## src/verilog/fbp_pkg.sv

```systemverilog
// Overview of operation
// - all fifo transfers run on clk_sys
// - transmit writes only while transmit select low
// - receive reads only while receive select low
// - full mode drives 64 data, 8 enables, flags
// - split mode drives low half and rx flags
// - narrow mode drives low half and flags
// - shared port pick: high port1, low port0
// - split: rx port pick chooses read port
// - split: tx port pick chooses write port
// - tx port pick ignored in full, narrow
// - reset clears registers and flushes fifos
// - full mode: whole bus bidirectional
// - split: low half out, high half in
package fbp_pkg;
  // ==========================================
  // bus organisation
  typedef enum logic [1:0] {
    FBP_MODE_FULL   = 2'h0,
    FBP_MODE_SPLIT  = 2'h1,
    FBP_MODE_NARROW = 2'h2
  } fbp_mode_t;

  localparam int FBP_DW      = 64;
  localparam int FBP_HW      = 32;
  localparam int FBP_BEW     = 8;
  localparam int FBP_HBEW    = 4;
  localparam int FBP_DEPTH   = 16;
  localparam int FBP_CLK_KHZ = 20000;
  localparam int FBP_RST_MS  = 1;
  // least reset hold in cycles, for reference by the bench
  localparam int FBP_RST_CYC = FBP_RST_MS * FBP_CLK_KHZ;

  // ==========================================
  // one fifo word: data, active-low enables, packet flags
  typedef struct packed {
    logic [FBP_DW-1:0]  data;
    logic [FBP_BEW-1:0] be_n;
    logic               sop;
    logic               eop;
    logic               fail;
  } fbp_word_t;

  localparam int FBP_WW = $bits(fbp_word_t);
endpackage : fbp_pkg

```

## src/verilog/fbp_port.sv

```systemverilog
`timescale 1ns/10ps
module fbp_port
  import fbp_pkg::*;
#(
  parameter int DEPTH = fbp_pkg::FBP_DEPTH
) (
  input  wire logic                       clk_sys,
  input  wire logic                       rstn,
  input  wire fbp_pkg::fbp_mode_t         mode,
  input  wire logic                       txsel_n,
  input  wire logic                       rxsel_n,
  input  wire logic                       port_pick,
  input  wire logic                       tx_port_pick,
  input  wire logic [fbp_pkg::FBP_DW-1:0] fdat_in,
  output logic [fbp_pkg::FBP_DW-1:0]      fdat_out,
  output logic [fbp_pkg::FBP_DW-1:0]      fdat_oe,
  input  wire logic [fbp_pkg::FBP_BEW-1:0] fbe_n_in,
  output logic [fbp_pkg::FBP_BEW-1:0]     fbe_n_out,
  output logic [fbp_pkg::FBP_BEW-1:0]     fbe_n_oe,
  input  wire logic                       sop_in,
  input  wire logic                       eop_in,
  output logic                            sop_out,
  output logic                            eop_out,
  output logic                            flag_oe,
  output logic                            rx_fail,
  output logic                            rx_fail_oe,
  output logic                            rx_empty0,
  output logic                            rx_empty1,
  output logic                            tx_stall,
  input  wire fbp_pkg::fbp_word_t         mac_rx_word0,
  input  wire logic                       mac_rx_valid0,
  output logic                            mac_rx_ready0,
  input  wire fbp_pkg::fbp_word_t         mac_rx_word1,
  input  wire logic                       mac_rx_valid1,
  output logic                            mac_rx_ready1,
  output fbp_pkg::fbp_word_t              mac_tx_word0,
  output logic                            mac_tx_valid0,
  input  wire logic                       mac_tx_ready0,
  output fbp_pkg::fbp_word_t              mac_tx_word1,
  output logic                            mac_tx_valid1,
  input  wire logic                       mac_tx_ready1
);
  import fbp_pkg::*;

  // ==========================================
  // port selection
  logic      rx_port;
  logic      tx_port;
  logic      split;
  logic      narrow;
  fbp_word_t tx_word;
  fbp_word_t rxq_word [2];
  logic [1:0] rxq_valid;
  logic [1:0] rxq_ready;
  logic [1:0] txq_valid;
  logic [1:0] txq_ready;
  fbp_word_t txq_word [2];
  fbp_word_t rx_pick;
  logic       rd_go;
  logic       wr_go;

  assign split   = (mode == FBP_MODE_SPLIT);
  assign narrow  = (mode == FBP_MODE_NARROW);
  assign rx_port = port_pick;
  assign tx_port = split ? tx_port_pick : port_pick;

  // ==========================================
  // transmit word assembly from the bus
  always_comb begin
    tx_word = '0;
    if (split) begin
      tx_word.data[FBP_HW-1:0]   = fdat_in[FBP_DW-1:FBP_HW];
      tx_word.be_n               = {{FBP_HBEW{1'b1}}, fbe_n_in[FBP_BEW-1:FBP_HBEW]};
    end else if (narrow) begin
      tx_word.data[FBP_HW-1:0]   = fdat_in[FBP_HW-1:0];
      tx_word.be_n               = {{FBP_HBEW{1'b1}}, fbe_n_in[FBP_HBEW-1:0]};
    end else begin
      tx_word.data               = fdat_in;
      tx_word.be_n               = fbe_n_in;
    end
    tx_word.sop = sop_in;
    tx_word.eop = eop_in;
  end

  // in full and narrow the bus is turned round, so no write while reading
  assign wr_go = !txsel_n && (split || rxsel_n);
  assign rd_go = !rxsel_n;

  // ==========================================
  // per-port fifos; reset flushes them
  for (genvar p = 0; p < 2; p++) begin : g_q
    assign txq_valid[p] = wr_go && (tx_port == 1'(p));
    fbp_fifo #(.W(FBP_WW), .D(DEPTH)) u_tx (
      .clk_sys   (clk_sys),
      .rstn      (rstn),
      .in_data   (tx_word),
      .in_valid  (txq_valid[p]),
      .in_ready  (txq_ready[p]),
      .out_data  (txq_word[p]),
      .out_valid (),
      .out_ready (p == 0 ? mac_tx_ready0 : mac_tx_ready1)
    );
    fbp_fifo #(.W(FBP_WW), .D(DEPTH)) u_rx (
      .clk_sys   (clk_sys),
      .rstn      (rstn),
      .in_data   (p == 0 ? mac_rx_word0 : mac_rx_word1),
      .in_valid  (p == 0 ? mac_rx_valid0 : mac_rx_valid1),
      .in_ready  (rxq_ready[p]),
      .out_data  (rxq_word[p]),
      .out_valid (rxq_valid[p]),
      .out_ready (rd_go && (rx_port == 1'(p)))
    );
  end

  assign mac_rx_ready0 = rxq_ready[0];
  assign mac_rx_ready1 = rxq_ready[1];
  assign mac_tx_word0  = txq_word[0];
  assign mac_tx_word1  = txq_word[1];

  // tx valid tracked from the fifo fill, registered for clean outputs
  // counter width follows the fifo depth so a deeper fifo cannot wrap it
  localparam int CW = $clog2(DEPTH) + 1;
  logic [CW-1:0] txc0_reg;
  logic [CW-1:0] txc1_reg;
  always_ff @(posedge clk_sys) begin
    if (!rstn) begin
      txc0_reg <= '0;
      txc1_reg <= '0;
    end else begin
      txc0_reg <= txc0_reg + CW'(txq_valid[0] && txq_ready[0])
                  - CW'(mac_tx_valid0 && mac_tx_ready0);
      txc1_reg <= txc1_reg + CW'(txq_valid[1] && txq_ready[1])
                  - CW'(mac_tx_valid1 && mac_tx_ready1);
    end
  end
  assign mac_tx_valid0 = (txc0_reg != '0);
  assign mac_tx_valid1 = (txc1_reg != '0);

  // ==========================================
  // read path: register word and enables onto the bus
  assign rx_pick = rxq_word[rx_port];

  always_ff @(posedge clk_sys) begin
    if (!rstn) begin
      fdat_out   <= '0;
      fbe_n_out  <= '1;
      sop_out    <= 1'b0;
      eop_out    <= 1'b0;
      rx_fail    <= 1'b0;
    end else if (rd_go && rxq_valid[rx_port]) begin
      fdat_out   <= rx_pick.data;
      fbe_n_out  <= rx_pick.be_n;
      sop_out    <= rx_pick.sop;
      eop_out    <= rx_pick.eop;
      rx_fail    <= rx_pick.fail;
    end else begin
      fbe_n_out  <= '1;   // empty fifo shows no valid byte
      sop_out    <= 1'b0;
      eop_out    <= 1'b0;
      rx_fail    <= 1'b0;
    end
  end

  // enables follow rx select one cycle later, in step with the data
  always_ff @(posedge clk_sys) begin
    if (!rstn || rxsel_n) begin
      fdat_oe    <= '0;
      fbe_n_oe   <= '0;
      flag_oe    <= 1'b0;
      rx_fail_oe <= 1'b0;
    end else if (mode == FBP_MODE_FULL) begin
      fdat_oe    <= '1;
      fbe_n_oe   <= '1;
      flag_oe    <= 1'b1;
      rx_fail_oe <= 1'b1;
    end else begin
      fdat_oe    <= {{FBP_HW{1'b0}}, {FBP_HW{1'b1}}};
      fbe_n_oe   <= {{FBP_HBEW{1'b0}}, {FBP_HBEW{1'b1}}};
      flag_oe    <= 1'b1;
      rx_fail_oe <= 1'b1;
    end
  end

  // status
  always_ff @(posedge clk_sys) begin
    if (!rstn) begin
      rx_empty0 <= 1'b1;
      rx_empty1 <= 1'b1;
      tx_stall  <= 1'b0;
    end else begin
      rx_empty0 <= !rxq_valid[0];
      rx_empty1 <= !rxq_valid[1];
      tx_stall  <= wr_go && !txq_ready[tx_port];
    end
  end
endmodule : fbp_port

```

## src/verilog/fbp_fifo.sv

```systemverilog
`timescale 1ns/10ps
module fbp_fifo #(
  parameter int W = 8,
  parameter int D = 16
) (
  input  wire logic         clk_sys,
  input  wire logic         rstn,
  input  wire logic [W-1:0] in_data,
  input  wire logic         in_valid,
  output logic              in_ready,
  output logic [W-1:0]      out_data,
  output logic              out_valid,
  input  wire logic         out_ready
);
  localparam int AW = $clog2(D);
  logic [W-1:0] mem [D];
  logic [AW-1:0] wp_reg;
  logic [AW-1:0] rp_reg;
  logic [AW:0]   cnt_reg;
  logic          wr;
  logic          rd;

  assign in_ready  = (cnt_reg != (AW+1)'(D));
  assign out_valid = (cnt_reg != '0);
  assign out_data  = mem[rp_reg];
  assign wr        = in_valid && in_ready;
  assign rd        = out_valid && out_ready;

  always_ff @(posedge clk_sys) begin
    if (wr) begin
      mem[wp_reg] <= in_data;
    end
  end

  // reset flushes by clearing pointers and count
  always_ff @(posedge clk_sys) begin
    if (!rstn) begin
      wp_reg  <= '0;
      rp_reg  <= '0;
      cnt_reg <= '0;
    end else begin
      if (wr) begin
        wp_reg <= (wp_reg == AW'(D-1)) ? '0 : wp_reg + 1'b1;
      end
      if (rd) begin
        rp_reg <= (rp_reg == AW'(D-1)) ? '0 : rp_reg + 1'b1;
      end
      cnt_reg <= cnt_reg + (AW+1)'(wr) - (AW+1)'(rd);
    end
  end
endmodule : fbp_fifo

```

## config.mk

```make
export PLATFORM = sky130hd
export DESIGN_NAME = fbp_port
export DESIGN_NICKNAME = d
export VERILOG_FILES = /design/src/verilog/fbp_pkg.sv /design/src/verilog/fbp_port.sv /design/src/verilog/fbp_fifo.sv
export SDC_FILE = /design/constraint.sdc
export NUM_CORES = 2
export LEC_CHECK = 0
export BUFFER_PORTS_ARGS = -buffer_cell sky130_fd_sc_hd__buf_2
export CAP_MARGIN = 25
export CORE_ASPECT_RATIO = 1.5
export CORE_MARGIN = 2
export CORE_UTILIZATION = 35
export CTS_BUF_LIST = sky130_fd_sc_hd__clkbuf_16
export DETAILED_ROUTE_END_ITERATION = 10
export PLACE_DENSITY = 0.49
export RECOVER_POWER = 50
export SLEW_MARGIN = 20
export SYNTH_ARGS = -nofsm -noshare
export SYNTH_HDL_FRONTEND = slang
export SYNTH_MEMORY_MAX_BITS = 65536
export SYNTH_SLANG_ARGS = --single-unit
```

## constraint.sdc

```tcl
create_clock -name clk_sys -period 8.43 [get_ports clk_sys]
set_input_delay 0.4215 -clock clk_sys [delete_from_list [all_inputs] [get_ports clk_sys]]
set_output_delay 0.4215 -clock clk_sys [all_outputs]
set_load 0.1 [all_outputs]
```

==> impl_metrics.tcl <==
set metrics [dict create \
    cp-start-kind "input port" \
    ys.flop_type "edfxtp_1" \
    ir_drop_v 0.000210 \
    wl_met1_mm 191 \
    yosysTopAreaCell "edfxtp_1" \
    endpoint "g_q[1].u_tx.mem[2][16]" \
    cp_slowest_cell "clkbuf_1" \
    insertion_delay_ps 1030 \
    io_buffers 539 \
    cp_common_cell "clkbuf_1" \
    setup_viol 0 \
    htreeDepth 5 \
    row_count 329 \
    path_clk_slew_ps 70 \
    wl_per_cell_um 30.7 \
    grt_pass1_wl_mm 713 \
    worst_slew_pin_slew_ps 3000 \
    yosysSeqAreaShare 0.779 \
    start_util 0.351 \
    final_cells 16500 \
    grt_overflow 0 \
    dieArea_sq_um 543000 \
    drt-total-wl_mm 507 \
    worst_slack_ps 2330 \
    ff_latch_area_sq_um 146000 \
    period_needed_ps 6100 \
    rsz0062_at_grt "no" \
    crit_type "input port to register" \
    nets 9297 \
    synth_seq_cells 4927 \
    dp_hpwl_mm 296 \
    clockBufferDepth 4 \
    top_layer_used "met5" \
    viasPerCell 5.26 \
    drc 0 \
    route.met2.wl_mm 276 \
    place.gp.congestion 0.747 \
    num_io_pins 542 \
    grt_pass1_vias 92600 \
    grtUsageTotal 0.184 \
    synth_top_area_share 0.762 \
    numCtsBuffers 461 \
    die_y_um 902 \
    drtIter0Drc 7687 \
    synth.avg_cell_area_sq_um 23.1 \
    fin_util 0.402 \
    async_flop_share 0 \
    hold_viol_final 0 \
    cts.root.buffer_cell "clkbuf_16" \
    regToRegStartpoint "g_q[1].u_rx.cnt_reg[2]" \
    skew_ps 69.4 \
    route.met3.wl_mm 25.6 \
    maxSlewViolCount 1683 \
    dr.pass1.iters 7 \
    largest_register_ffs 2400 \
    synth_area_leaders "edfxtp_1, mux4_2, dfxtp_1, mux2i_1, buf_4" \
    tns_ps 0 \
    rrSetupSlack_ps 4010 \
    regMostFlops "g_q.u_rx.mem" \
    hold_path.class "input port to register" \
    worst-path-max-fanout 61 \
    ant_nets 0 \
    drive_above_1_share 0.270 \
    end_kind "register" \
    postSynthCellCount 8154 \
    path_cells "dlygate4sd3_1 -> clkbuf_1 -> nand2b_2 -> clkbuf_1 -> a31oi_1 -> or3_1 -> nor3_1 -> and2_0 -> buf_12" \
    synth.distinct_cells 68 \
    reg.largest.list "g_q.u_rx.mem (2400), g_q.u_tx.mem (2368), fdat_out (64)" \
    violations "capacitance limit, slew limit" \
    cp_slowest_stage_delay_ps 2050 \
    cts_resized 0 \
    coreArea_sq_um 535000 \
    num_vias 87100 \
    leakage_nw 65.6 \
    area_growth_pct 14.4 \
    cts.sinks 4927 \
    synth_edf_count 4768 \
    slew_headroom -0.997 \
    grt_start_max_net_pins 144 \
    startpoint "mode[1]" \
    drv_cap 55 \
    place_ws_ps 3780 \
    timing.fmax_mhz 164 \
    fillers 47500 \
    cp_data_required_time_ps 9020 \
    finalCritPeriodShare 0.723 \
    r2r_end "g_q[1].u_rx.mem[1][44]" \
    status "finished, violations left" \
    ys_warn_count 0 \
    fp.dieW_um 602 \
    cts_tree "done" \
    netlist_area_sq_um 188000 \
    cp.arrival_ps 6690 \
    r2r_cells 8 \
    multi_input_area_sq_um 39100 \
    antenna_found_initial 93 \
    power_density_nw_per_um2 271 \
    dpl.cell_count 15500 \
]
logic make-up after synthesis:
kind of cell,Yosys count,synth area share
muxes,1554,0.167
AOI/OAI and AO/OA,419,0.0178
buffers and inverters,558,0.0151
xor gates and xnor gates,27,0.00126
DFF,4927,0.779
and+or+nand+nor,608,0.0158
other,1,0.0000199
adders and majority gates,60,0.00423
critical path: cells and delay by family:
kind / cells / cell delay, ps
AOI/OAI and AO/OA: 1 / 400
and+or+nand+nor: 4 / 2360
buffers and inverters: 4 / 3210
what timing repair did:
item,in CTS,in global routing
hold endpoints to repair,2537,0
setup buffers,0,0
endpoints found under the setup margin,0,0
hold buffers,166,0
cell usage after synthesis, types with 42 or more instances:
master,count
ha_1,54
buf_2,123
and2_1,57
nand2_1,196
o22ai_1,65
mux4_2,1263
dfxtp_1,159
inv_1,51
o21ai_0,42
buf_4,109
mux2i_1,220
a31oi_1,46
buf_1,49
mux2_2,71
clkbuf_1,207
nor2_1,129
a22oi_1,58
nand3_1,54
edfxtp_1,4768
routing by layer:
layer	GRT usage	vias up
met5	0	-
met4	0.0482	30
met3	0.0297	684
met2	0.346	2279
met1	0.216	47900
li1	-	36200
per-stage QoR:
| stage | area [sq um] | hold WS (ps) | total power, mW |
|---|---|---|---|
| after floorplan | 188000 | 472 | 35.7 |
| after global placement | 199000 | 434 | 38.5 |
| after detailed placement | 199000 | 435 | 38.7 |
| after CTS | 216000 | 6.29 | 59.1 |
| after global routing | 215000 | 141 | 60.3 |
| final | 215000 | 182 | 58.3 |
area by class of cell:
class	count	share of cell area
Inverter	52	0.000913
Sequential cell	4927	0.681
Clock inverter	390	0.0137
Clock buffer	467	0.0543
Tap cell	7116	0.0414
Timing Repair Buffer	889	0.0269
Multi-Input combinational cell	2670	0.182
Antenna cell	27	0.000314
worst min path at each step:
stage / startpoint / to / slack [ps] / cells past startpoint
after floorplan: g_q[1].u_tx.rp_reg[3] / register / 470 / 2
after global placement: fdat_out[7] / fdat_out[7] / 430 / 2
after detailed placement: fdat_out[59] / fdat_out[59] / 430 / 2
after CTS: fdat_in[50] / g_q[0].u_tx.mem[12][60] / 6 / 3
after global routing: mode[0] / fdat_oe[62] / 140 / 3
final: mode[0] / fdat_oe[62] / 180 / 3
layout by cell type, fill, tap and decap left out, types with 58 or more instances in the layout:
master	n
nor2_1	110
a22oi_1	58
buf_4	125
inv_1	166
clkbuf_16	467
o22ai_1	65
edfxtp_1	4768
clkinv_1	115
mux4_2	1263
clkbuf_1	259
mux2i_1	220
nand2_1	194
dlygate4sd3_1	166
buf_2	304
clkinv_2	79
dfxtp_1	143
report_power, final:
group	switching, mW	total, mW	leakage, nW	internal, mW
logic	6.75	10.1	13.5	3.34
registers	0.343	27.9	44.4	27.5
clock network	9.16	20.4	7.60	11.2
No activity file was read; power rests on OpenSTA's default activity.
